File: src/spdcd_pkg.sv
`default_nettype none
package spdcd_pkg;

  localparam int unsigned SYNC_STAGES     = 3;
  localparam int unsigned BYTE_BITS       = 8;
  localparam int unsigned CNT_W           = 5;
  localparam logic [4:0]  CNT_POS_FIRST   = 5'h04;
  localparam logic [4:0]  CNT_CTRL_END    = 5'h08;
  localparam logic [4:0]  CNT_ADDR_END    = 5'h10;
  localparam logic [4:0]  CNT_PACKET_END  = 5'h18;
  localparam int unsigned CTRL_BCAST_BIT  = 7;
  localparam int unsigned CTRL_RNW_BIT    = 6;
  localparam int unsigned CTRL_ZERO_HI    = 5;
  localparam int unsigned CTRL_ZERO_LO    = 4;
  localparam logic [7:0]  REG_COUNT       = 8'h05;
  localparam logic [7:0]  UNMAPPED_DATA   = 8'h00;
  localparam int unsigned FIFO_WIDTH      = 16;
  localparam int unsigned FIFO_DEPTH      = 8;
  localparam logic        SCLK_RST        = 1'b0;
  localparam logic        SELECT_N_RST    = 1'b1;
  localparam logic        DIN_RST         = 1'b0;

  typedef enum logic [1:0] {
    SPDCD_CTRL = 2'b00,
    SPDCD_ADDR = 2'b01,
    SPDCD_DATA = 2'b10,
    SPDCD_DONE = 2'b11
  } spdcd_state_e;

endpackage : spdcd_pkg
`default_nettype wire

File: src/spdcd_fifo.sv
`timescale 1ns/100ps
`default_nettype none
module spdcd_fifo #(
  parameter int unsigned WIDTH = 16,
  parameter int unsigned DEPTH = 8
) (
  input  wire logic             clk_in,
  input  wire logic             rst_n_in,
  input  wire logic             ce_in,
  input  wire logic             in_valid_in,
  output logic                  in_ready_out,
  input  wire logic [WIDTH-1:0] in_data_in,
  output logic                  out_valid_out,
  input  wire logic             out_ready_in,
  output logic [WIDTH-1:0]      out_data_out
);
  localparam int unsigned AW = $clog2(DEPTH);

  logic [WIDTH-1:0] mem_reg [DEPTH];
  logic [AW-1:0]    wptr_reg;
  logic [AW-1:0]    rptr_reg;
  logic [AW:0]      count_reg;
  logic             out_valid_reg;
  logic [WIDTH-1:0] out_data_reg;

  wire  full  = (count_reg == (AW+1)'(DEPTH));
  wire  empty = (count_reg == '0);
  wire  push  = in_valid_in && !full;
  // Output register refills whenever it is empty or being drained
  wire  pop   = !empty && (!out_valid_reg || out_ready_in);

  assign in_ready_out  = !full;
  assign out_valid_out = out_valid_reg;
  assign out_data_out  = out_data_reg;

  always_ff @(posedge clk_in) begin
    if (ce_in && push) begin
      mem_reg[wptr_reg] <= in_data_in;
    end
  end

  always_ff @(posedge clk_in) begin
    if (!rst_n_in) begin
      wptr_reg      <= '0;
      rptr_reg      <= '0;
      count_reg     <= '0;
      out_valid_reg <= 1'b0;
      out_data_reg  <= '0;
    end else if (ce_in) begin
      if (push) begin
        wptr_reg <= (wptr_reg == AW'(DEPTH-1)) ? '0 : wptr_reg + 1'b1;
      end
      if (pop) begin
        rptr_reg     <= (rptr_reg == AW'(DEPTH-1)) ? '0 : rptr_reg + 1'b1;
        out_data_reg <= mem_reg[rptr_reg];
      end
      count_reg <= count_reg + (AW+1)'(push) - (AW+1)'(pop);
      if (pop) begin
        out_valid_reg <= 1'b1;
      end else if (out_ready_in) begin
        out_valid_reg <= 1'b0;
      end
    end
  end
endmodule : spdcd_fifo
`default_nettype wire

File: src/spdcd_decoder.sv
// Function
// - Control byte: bit7 broadcast, bit6 read, bits5:4 zero, bits3..0 reversed chain position.
// - Reads ignore the broadcast flag; only one device is read per packet.
// - Addressed read shifts data out during byte 2; serial output idle otherwise.
// - Serial output stays undriven through every write packet.
// - Broadcast write updates the register on every device regardless of position.
// - Non-broadcast write updates only the device whose position field is zero.
// - Every input bit is forwarded unchanged, except the chain position bits.
// - Chain position field is decremented by one while forwarded.
// - Device receiving position zero is addressed and acts as a single device.
// - Only broadcast write, addressed write and addressed read are supported.
// - Up to sixteen chained devices sharing select, clock and serial output lines.
// - Shifting only while select low; rising-edge sampling, MSB first, eight-bit bytes.
// - A write to an unmapped address changes nothing.
// - A read from an unmapped address returns zero.
// - A clock rise with select high resets the sequencer; next frame starts with control.
`timescale 1ns/100ps
`default_nettype none
module spdcd_decoder
  import spdcd_pkg::*;
(
  input  wire logic        CLOCK_IN,
  input  wire logic        RST_N_IN,
  input  wire logic        CLK_EN_IN,
  input  wire logic        SCLK_IN,
  input  wire logic        SELECT_N_IN,
  input  wire logic        SERIAL_IN,
  output logic             SERIAL_OUT,
  output logic             SERIAL_OE_OUT,
  output logic             SERIAL_PASS_OUT,
  output logic [7:0]       RD_ADDR_OUT,
  input  wire logic [7:0]  RD_DATA_IN,
  output logic             REG_WR_VALID_OUT,
  input  wire logic        REG_WR_READY_IN,
  output logic [7:0]       REG_WR_ADDR_OUT,
  output logic [7:0]       REG_WR_DATA_OUT,
  output logic             ADDRESSED_OUT,
  output logic             WR_DROP_OUT
);

  function automatic logic is_mapped(input logic [7:0] addr);
    is_mapped = (addr < REG_COUNT);
  endfunction : is_mapped

  // Index 0 = serial clock, 1 = select, 2 = serial data
  localparam logic [2:0] SYNC_RST = {DIN_RST, SELECT_N_RST, SCLK_RST};

  wire  [2:0] raw_in = {SERIAL_IN, SELECT_N_IN, SCLK_IN};
  logic [2:0] stable_reg;
  logic [2:0] stable_next;

  genvar gi;
  generate
    for (gi = 0; gi < 3; gi++) begin : g_sync
      logic [SYNC_STAGES-1:0] sh_reg;
      always_ff @(posedge CLOCK_IN) begin
        if (!RST_N_IN) begin
          sh_reg <= {SYNC_STAGES{SYNC_RST[gi]}};
        end else if (CLK_EN_IN) begin
          sh_reg <= {sh_reg[SYNC_STAGES-2:0], raw_in[gi]};
        end
      end
      // Stage 0 feeds only stage 1; a level counts once stages 1 and 2 agree
      assign stable_next[gi] = (sh_reg[1] == sh_reg[2]) ? sh_reg[2] : stable_reg[gi];
    end
  endgenerate

  always_ff @(posedge CLOCK_IN) begin
    if (!RST_N_IN) begin
      stable_reg <= SYNC_RST;
    end else if (CLK_EN_IN) begin
      stable_reg <= stable_next;
    end
  end

  wire sclk_rise = stable_next[0] && !stable_reg[0];
  wire sel_n     = stable_next[1];
  wire din       = stable_next[2];
  wire shift_ev  = sclk_rise && !sel_n;
  wire resync_ev = (sclk_rise && sel_n) || (sel_n && !stable_reg[1]);

  spdcd_state_e state_reg;
  spdcd_state_e state_next;
  logic [CNT_W-1:0] cnt_reg;
  logic [7:0]       ctrl_reg;
  logic [7:0]       addr_reg;
  logic [7:0]       shin_reg;
  logic [7:0]       shout_reg;
  logic             borrow_reg;
  logic             pos_zero_reg;
  logic             load_pend_reg;
  logic             oe_reg;
  logic             pass_reg;
  logic             wr_pend_reg;
  logic [15:0]      wr_word_reg;
  logic             drop_reg;

  wire  [CNT_W-1:0] cnt_inc   = cnt_reg + 1'b1;
  wire  [7:0]       shin_next = {shin_reg[6:0], din};
  wire              in_pos    = (state_reg == SPDCD_CTRL) && (cnt_reg >= CNT_POS_FIRST);
  // Field arrives LSB first, so a serial borrow chain subtracts one
  // Four-bit field wraps from zero to all ones, which bounds a chain at sixteen devices
  wire              pass_next = in_pos ? (din ^ borrow_reg) : din;

  always_comb begin
    state_next = state_reg;
    case (state_reg)
      SPDCD_CTRL: state_next = (cnt_inc == CNT_CTRL_END) ? SPDCD_ADDR : SPDCD_CTRL;
      SPDCD_ADDR: state_next = (cnt_inc == CNT_ADDR_END) ? SPDCD_DATA : SPDCD_ADDR;
      SPDCD_DATA: state_next = (cnt_inc == CNT_PACKET_END) ? SPDCD_DONE : SPDCD_DATA;
      SPDCD_DONE: state_next = SPDCD_DONE;
      default:    state_next = SPDCD_CTRL;
    endcase
  end

  wire ctrl_legal = !ctrl_reg[CTRL_ZERO_HI] && !ctrl_reg[CTRL_ZERO_LO];
  wire is_read    = ctrl_reg[CTRL_RNW_BIT];
  wire is_bcast   = ctrl_reg[CTRL_BCAST_BIT];
  wire read_sel   = ctrl_legal && is_read && pos_zero_reg;
  wire write_sel  = ctrl_legal && !is_read && (is_bcast || pos_zero_reg);
  wire addr_done  = shift_ev && (state_reg == SPDCD_ADDR) && (cnt_inc == CNT_ADDR_END);
  wire data_done  = shift_ev && (state_reg == SPDCD_DATA) && (cnt_inc == CNT_PACKET_END);
  wire commit     = data_done && write_sel && is_mapped(addr_reg);
  wire fifo_ready;
  wire wr_handshake = wr_pend_reg && fifo_ready;

  always_ff @(posedge CLOCK_IN) begin
    if (!RST_N_IN) begin
      state_reg    <= SPDCD_CTRL;
      cnt_reg      <= '0;
      ctrl_reg     <= 8'h00;
      addr_reg     <= 8'h00;
      shin_reg     <= 8'h00;
      borrow_reg   <= 1'b1;
      pos_zero_reg <= 1'b1;
    end else if (CLK_EN_IN) begin
      if (resync_ev) begin
        state_reg    <= SPDCD_CTRL;
        cnt_reg      <= '0;
        borrow_reg   <= 1'b1;
        pos_zero_reg <= 1'b1;
      end else if (shift_ev && state_reg != SPDCD_DONE) begin
        state_reg <= state_next;
        cnt_reg   <= cnt_inc;
        shin_reg  <= shin_next;
        if (in_pos) begin
          borrow_reg   <= borrow_reg && !din;
          pos_zero_reg <= pos_zero_reg && !din;
        end
        if (state_reg == SPDCD_CTRL && cnt_inc == CNT_CTRL_END) begin
          ctrl_reg <= shin_next;
        end
        if (addr_done) begin
          addr_reg <= shin_next;
        end
      end
    end
  end

  // Read path: address latched at end of byte 1, data sampled one clock later
  always_ff @(posedge CLOCK_IN) begin
    if (!RST_N_IN) begin
      load_pend_reg <= 1'b0;
      oe_reg        <= 1'b0;
      shout_reg     <= 8'h00;
      RD_ADDR_OUT   <= 8'h00;
    end else if (CLK_EN_IN) begin
      load_pend_reg <= addr_done && read_sel && !resync_ev;
      if (addr_done) begin
        RD_ADDR_OUT <= shin_next;
      end
      if (resync_ev || data_done) begin
        oe_reg <= 1'b0;
      end else if (load_pend_reg) begin
        oe_reg    <= 1'b1;
        shout_reg <= is_mapped(RD_ADDR_OUT) ? RD_DATA_IN : UNMAPPED_DATA;
      end else if (shift_ev && oe_reg) begin
        shout_reg <= {shout_reg[6:0], 1'b0};
      end
    end
  end

  always_ff @(posedge CLOCK_IN) begin
    if (!RST_N_IN) begin
      pass_reg      <= DIN_RST;
      SERIAL_OUT    <= 1'b0;
      SERIAL_OE_OUT <= 1'b0;
      ADDRESSED_OUT <= 1'b0;
    end else if (CLK_EN_IN) begin
      // Forwarding adds about four clocks of lag per device, hence slower clock on long chains
      pass_reg      <= pass_next;
      SERIAL_OUT    <= oe_reg ? shout_reg[7] : 1'b0;
      SERIAL_OE_OUT <= oe_reg;
      ADDRESSED_OUT <= (state_reg != SPDCD_CTRL) && pos_zero_reg;
    end
  end
  assign SERIAL_PASS_OUT = pass_reg;

  // A pending write blocks the next one; a commit meeting the handshake wins
  always_ff @(posedge CLOCK_IN) begin
    if (!RST_N_IN) begin
      wr_pend_reg <= 1'b0;
      wr_word_reg <= 16'h0000;
      drop_reg    <= 1'b0;
    end else if (CLK_EN_IN) begin
      if (commit && (!wr_pend_reg || wr_handshake)) begin
        wr_pend_reg <= 1'b1;
        wr_word_reg <= {addr_reg, shin_next};
      end else if (wr_handshake) begin
        wr_pend_reg <= 1'b0;
      end
      drop_reg <= commit && wr_pend_reg && !wr_handshake;
    end
  end
  assign WR_DROP_OUT = drop_reg;

  logic [15:0] fifo_data;

  spdcd_fifo #(
    .WIDTH (FIFO_WIDTH),
    .DEPTH (FIFO_DEPTH)
  ) u_fifo (
    .clk_in        (CLOCK_IN),
    .rst_n_in      (RST_N_IN),
    .ce_in         (CLK_EN_IN),
    .in_valid_in   (wr_pend_reg),
    .in_ready_out  (fifo_ready),
    .in_data_in    (wr_word_reg),
    .out_valid_out (REG_WR_VALID_OUT),
    .out_ready_in  (REG_WR_READY_IN),
    .out_data_out  (fifo_data)
  );

  assign REG_WR_ADDR_OUT = fifo_data[15:8];
  assign REG_WR_DATA_OUT = fifo_data[7:0];

endmodule : spdcd_decoder
`default_nettype wire

File: config.mk
export PLATFORM = sky130hd
export DESIGN_NAME = spdcd_decoder
export DESIGN_NICKNAME = d
export VERILOG_FILES = /design/src/spdcd_pkg.sv /design/src/spdcd_fifo.sv /design/src/spdcd_decoder.sv
export SDC_FILE = /design/constraint.sdc
export NUM_CORES = 1
export LEC_CHECK = 0
export BUFFER_PORTS_ARGS = -buffer_cell sky130_fd_sc_hd__buf_2
export CORE_MARGIN = 3
export CORE_UTILIZATION = 55
export CTS_CLUSTER_SIZE = 30
export DETAILED_ROUTE_END_ITERATION = 10
export PLACE_DENSITY = 0.75
export SLEW_MARGIN = 5
export SYNTH_ARGS = -nofsm -noshare
export SYNTH_HDL_FRONTEND = slang
export SYNTH_HIERARCHICAL = 1
export SYNTH_SLANG_ARGS = --single-unit
File: constraint.sdc
create_clock -name CLOCK_IN -period 2.93 [get_ports CLOCK_IN]
set_input_delay 0.4395 -clock CLOCK_IN [delete_from_list [all_inputs] [get_ports CLOCK_IN]]
set_output_delay 0.4395 -clock CLOCK_IN [all_outputs]
set_load 0.02 [all_outputs]
==> summary.md, run 1 <==
| Metric | Value |
|---|---|
| Status | finished clean |
| Sink of the worst hold path | g_sync[1].sh_reg[0]$_SDFFE_PN1P_ |
| Hold_sp | SELECT_N_IN |
| Post-route DRC | 0 |
| Root Buffer | clkbuf_16 |
| Crit Path Category | flip-flop to flip-flop |
| Post-synth top flop | edfxtp_1 |
| P per Cell Area | 707.2 mW/mm^2 |
| P&R area growth vs syn | 13.81% |
| Share of layout cells above drive strength 1 | 20.79% |
| Initial core utilization | 57.19% |
| Pre-CTS WS | 253.3 ps |
| Yosys top cell by area | edfxtp_1 |
| Most area-consuming cells after synthesis | edfxtp_1, dfxtp_1, mux4_2 |
| Worst EP arrival | 3100 ps |
| Nets | 801 |
| Tightest Hold Check Type | input pin to flip-flop |
| R2R setup slack | 230 ps |
| Critical path fanouts, max | 17 |
| Syn_nets | 744 |
| Setup TNS | 0 ps |
| Pleak | 4.298 nW |
| Mean post-synth cell area | 13.52 um^2 |
| Reg area | 0.005987 mm^2 |
| Final instance area | 0.01098 mm^2 |
| Start point of the critical path | cnt_reg[1]$_SDFFE_PN0P_ |
| Avg Vias per Cell | 5.795 |
| CP Capture Type | flip-flop |
| Placed Cells | 964 |
| Share of the yosys chip area belonging to registers | 62.02% |
| Fillcell total | 1199 |
| Final Hold Vio Count | 0 |
| Diode count | 0 |
| Max Buffers Root-to-Sink | 3 |
| Number of flip-flops under the largest register name | 128 |
| Initial antenna violation count | 0 |
| Vias in the first global route | 5986 |
| Site Rows | 47 |
| Final setup vio count | 0 |
| Fmax | 370.9 MHz |
| Post-CTS Repair Setup Buffers | 0 |
| Min Tclk post-route | 2696 ps |
| R2R cell count | 7 |
| Register bit total from synthesis | 235 |
| GP Congestion | 0.8673 |
| Worst rel slew slack | 39.80% |
| FF-to-FF End | wr_word_reg[15]$_SDFFE_PN0P_ |
| CTS Sinks | 235 |
| Hold path depth | 3 |
| Chip height | 138.5 um |
| Synth cell count leaders | edfxtp_1, dfxtp_1, nand2_1, mux2i_1, mux4_2 |
| CTS tree | yes |
| Fin crit share | 92.01% |
| Post-synth EDFFs | 128 |
| RSZ-0062 raised after global routing | false |
| Hold WS | 144.9 ps |
| Drt total wl | 18.50 mm |
| # Max-Cap Violations | 0 |
| Vias post-DR | 5847 |
| TritonCTS buffer count | 25 |
| Area share of the largest cell type after synthesis | 39.82% |
| Synth cell types | 59 |
| Largest net degree at the start of global routing | 38 |
| Placed instance area | 0.01015 mm^2 |
| Top-count cell post-synth | edfxtp_1 |
| Area occupied by multi-input gates | 0.003353 mm^2 |
| Clock Latency Late Sink | 510 ps |
| Synth async-reset ratio | 0% |
| Final ANT Viol Nets | 0 |
| Initial DRC Count | 352 |
| Slew Viols, Final | 0 |
| Htree depth | 1 |
| Die X | 138.5 um |
| Core box area | 0.01688 mm^2 |
| Buffers on Ports | 44 |
| Req. time, crit path | 3330 ps |
| Worst clock skew | 19.51 ps |
| DR pass1 iterations | 5 |
| Total die area | 0.01917 mm^2 |
| Synthesized area | 0.009652 mm^2 |
| WL/cell | 18.34 um |
| First-pass GRT wire length | 30.73 mm |
| Post-DP HPWL | 12.28 mm |
| Worst Max-Slew Pin Slew | 901.7 ps |
| Setup crit start kind | flip-flop |
| Hold-fix buffers, CTS | 0 |
| Worst flop-to-flop path startpoint | cnt_reg[1]$_SDFFE_PN0P_ |
| GRT Util Overall | 19.44% |
| Max VDD drop | 624.9 uV |
| Cts repair resizes | 0 |
| Congestion Overflow GR | 0 |
| Final setup margin | 234.1 ps |
| I/O pin count | 45 |
| Finished Layout Cells | 1009 |
| YS warnings | 6 |
| Clk slew on worst S/H paths | 60 ps |
| Cells after Synth | 714 |
## how the worst max path moves through the flow
| stage | endpoint | cells past startpoint |
|---|---|---|
| after global placement | wr_word_reg[13]$_SDFFE_PN0P_ | 7 |
| after CTS | wr_word_reg[12]$_SDFFE_PN0P_ | 7 |
| final | wr_word_reg[15]$_SDFFE_PN0P_ | 7 |
| after global routing | u_fifo/count_reg[2]$_SDFFE_PN0P_ | 13 |
| after floorplan | u_fifo/mem_reg[2][0]$_DFFE_PP_ | 6 |
| after detailed placement | wr_word_reg[12]$_SDFFE_PN0P_ | 7 |
## per-layer routing
metal	wire length [um]	part of all wire (%)	GRT usage, %	up-vias
li1	-	-	-	2802
met1	8081	44	25.76	2862
met2	9085	49	32.79	147
met3	910	4.9	3.591	36
met4	423	2.3	6.240	0
met5	0	0	0	-
## logic make-up after synthesis
| group | share of synthesized area [%] |
|---|---|
| and+or+nand+nor | 9.684 |
| buffers and inverters | 3.578 |
| AOI/OAI and AO/OA | 8.206 |
| xor gates and xnor gates | 0.6352 |
| adders and majority gates | 2.139 |
| muxes | 13.74 |
| DFF | 62.02 |
## power by group
group / internal [W] / switching (W)
logic: 0.000424 / 0.000573
registers: 0.00355 / 0.000113
clock network: 0.00189 / 0.00121
total: 0.00587 / 0.00190
## area by class of cell
type,count,area share [%]
flip-flops and latches,235,54.50
multi-input cells,414,30.53
clock buffers,33,6.527
repair buffers,74,4.169
well taps,220,2.506
clock inverters,12,1.048
inverters,21,0.7176
## cell usage in the layout (no fill, tap or decap), drive strengths merged, types with 14 or more instances in the layout
| cell type | synthesis | layout |
|---|---|---|
| nand2 | 76 | 76 |
| nor2b | 24 | 24 |
| mux2i | 59 | 59 |
| buf | 20 | 74 |
| nor2 | 23 | 23 |
| mux4 | 32 | 32 |
| ha | 14 | 14 |
| clkbuf | 24 | 33 |
| dfxtp | 107 | 107 |
| o21ai | 16 | 16 |
| a211oi | 19 | 19 |
| a31oi | 17 | 17 |
| inv | 20 | 22 |
| edfxtp | 128 | 128 |
## stage by stage
stage	total power [W]	util [%]
after floorplan	0.004543	-
after global placement	0.004681	60.15
after detailed placement	0.004731	60.15
after CTS	0.007832	65.08
after global routing	0.008094	65.08
final	0.007768	65.08
## worst max-delay path, cell delays in order (launching register included)
cell     delay, ps
dfxtp_1        450
ha_1           340
nand3_2        160
xor2_1         190
or4_4          500
or4b_1         510
buf_4          230
and3_1         210
Note: power is estimated with default switching activity, not from simulation.
==> inputs of run 2 (changes only) <==
REMOVE_ABC_BUFFERS = 1   (was unset)
==> summary.md, run 2 (same netlist as run 1, synthesis figures left out) <==
| Metric | Value |
|---|---|
| Status | finished clean |
| GRT Util Overall | 20.22% |
| CTS tree | yes |
| Post-DP HPWL | 11.88 mm |
| Hold path depth | 3 |
| Worst Max-Slew Pin Slew | 952.2 ps |
| Buffers on Ports | 44 |
| Initial DRC Count | 405 |
| Final setup vio count | 0 |
| CP max-delay cell | or4_4 |
| Fin crit share | 92.84% |
| Initial antenna violation count | 0 |
| Pleak | 4.268 nW |
| WL/cell | 19.45 um |
| Share of layout cells above drive strength 1 | 19.92% |
| Max Buffers Root-to-Sink | 3 |
| Post-CTS Repair Setup Buffers | 0 |
| Site Rows | 47 |
| Sink of the worst hold path | g_sync[1].sh_reg[0]$_SDFFE_PN1P_ |
| Die X | 138.5 um |
| Pwr Total | 0.007973 W |
| Fmax | 367.6 MHz |
| Clock Latency Late Sink | 520 ps |
| Critical path fanouts, max | 17 |
| Commonest non-fill, non-tap cell in the layout | edfxtp_1 |
| CP Capture Type | flip-flop |
| Area occupied by multi-input gates | 0.003353 mm^2 |
| Avg Vias per Cell | 5.909 |
| Reg area | 0.005987 mm^2 |
| Fillcell total | 1176 |
| Hold WS | 146.1 ps |
| Placed instance area | 0.01010 mm^2 |
| Htree depth | 1 |
| Crit Path Category | flip-flop to flip-flop |
| Hold_sp | SELECT_N_IN |
| Largest net degree at the start of global routing | 85 |
| R2R setup slack | 210 ps |
| Final instance area | 0.01097 mm^2 |
| Worst rel slew slack | 36.52% |
| Max stage delay on crit path | 520 ps |
| Diode count | 0 |
| P per Cell Area | 726.5 mW/mm^2 |
| Congestion Overflow GR | 0 |
| Worst clock skew | 15.33 ps |
| Hold-fix buffers, CTS | 0 |
| Total die area | 0.01917 mm^2 |
| TritonCTS buffer count | 24 |
| Final ANT Viol Nets | 0 |
| Core box area | 0.01688 mm^2 |
| Number of flip-flops under the largest register name | 128 |
| RSZ-0062 raised after global routing | false |
| Tightest Hold Check Type | input pin to flip-flop |
| Max VDD drop | 555.2 uV |
| First-pass GRT wire length | 31.55 mm |
| Req. time, crit path | 3340 ps |
| Final Hold Vio Count | 0 |
| Drt total wl | 19.42 mm |
| Min Tclk post-route | 2720 ps |
| CP top delay family | simple AND/OR/NAND/NOR gates |
| Vias in the first global route | 5975 |
| Worst EP arrival | 3130 ps |
| Post-route DRC | 0 |
| Chip height | 138.5 um |
| Root Buffer | clkbuf_16 |
| GP Congestion | 0.9081 |
| # Max-Cap Violations | 0 |
| Worst flop-to-flop path startpoint | cnt_reg[1]$_SDFFE_PN0P_ |
| Most frequent cells in the layout | edfxtp_1, dfxtp_1, nand2_1, mux2i_1, buf_2 |
| Setup crit start kind | flip-flop |
| DR pass1 iterations | 4 |
| Nets | 790 |
| I/O pin count | 45 |
| FF-to-FF End | wr_word_reg[15]$_SDFFE_PN0P_ |
| CTS Sinks | 235 |
| Clk slew on worst S/H paths | 60 ps |
| P&R area growth vs syn | 13.70% |
| WP buf/inv | 1 |
| Cts repair resizes | 0 |
| Slew Viols, Final | 0 |
| Vias post-DR | 5897 |
| R2R cell count | 7 |
| Cell Chain, Critical Path | ha_1 -> nand3_2 -> xor2_1 -> or4_4 -> or4b_1 -> buf_4 -> and3_1 |
| Initial core utilization | 57.19% |
-- run 2: changes by cell type in the layout (fill, tap and decap cells not counted), sizes merged --
cell    change
clkbuf      -2
clkinv      -1
inv         -1
buf        -10
bufinv      +3
-- run 2: worst min-delay path, cell delays in order --
cell	delay (ps)
buf_2	70
mux2i_1	50
nand2_1	60
-- run 2: area by class of cell --
class | instances | area share (%)
Clock inverter | 13 | 1.950
Timing Repair Buffer | 64 | 3.717
Sequential cell | 235 | 54.55
Inverter | 21 | 0.7183
Clock buffer | 31 | 5.997
Multi-Input combinational cell | 414 | 30.56
Tap cell | 220 | 2.508
-- run 2: per-stage QoR --
stage / instances / util [%] / worst slack (ps) / TNS [ps]
after global placement: 954 / 59.86 / 364.4 / 0
after detailed placement: 954 / 59.86 / 225.9 / 0
final: 998 / 65.02 / 209.8 / 0
after floorplan: 670 / - / -63.24 / -1012
after CTS: 998 / 65.02 / 202.4 / 0
after global routing: 998 / 65.02 / 46.16 / 0
-- run 2: where the power goes --
group	leakage, nW	internal [W]	switching, W
combinational	1.49	0.000422	0.000605
clock	0.419	0.00204	0.00123
sequential	2.36	0.00355	0.000119
total	4.27	0.00602	0.00196
-- run 2: worst max-delay path by stage --
stage	from	end	slack, ps	cells past startpoint
finish	cnt_reg[1]$_SDFFE_PN0P_	wr_word_reg[15]$_SDFFE_PN0P_	210	7
global route	u_fifo/count_reg[2]$_SDFFE_PN0P_	u_fifo/count_reg[2]$_SDFFE_PN0P_	50	13
detailed placement	cnt_reg[1]$_SDFFE_PN0P_	wr_word_reg[13]$_SDFFE_PN0P_	230	7
floorplan	u_fifo/count_reg[2]$_SDFFE_PN0P_	u_fifo/mem_reg[0][0]$_DFFE_PP_	-60	6
CTS	cnt_reg[1]$_SDFFE_PN0P_	wr_word_reg[15]$_SDFFE_PN0P_	200	7
global placement	cnt_reg[1]$_SDFFE_PN0P_	wr_word_reg[14]$_SDFFE_PN0P_	360	7
-- run 2: layer usage --
metal,vias up,global-route usage [%],wire length [um]
met1,2896,26.76,8238
met4,0,6.760,467
met3,40,2.970,1020
met2,179,34.56,9691
met5,-,0,0
li1,2782,-,-
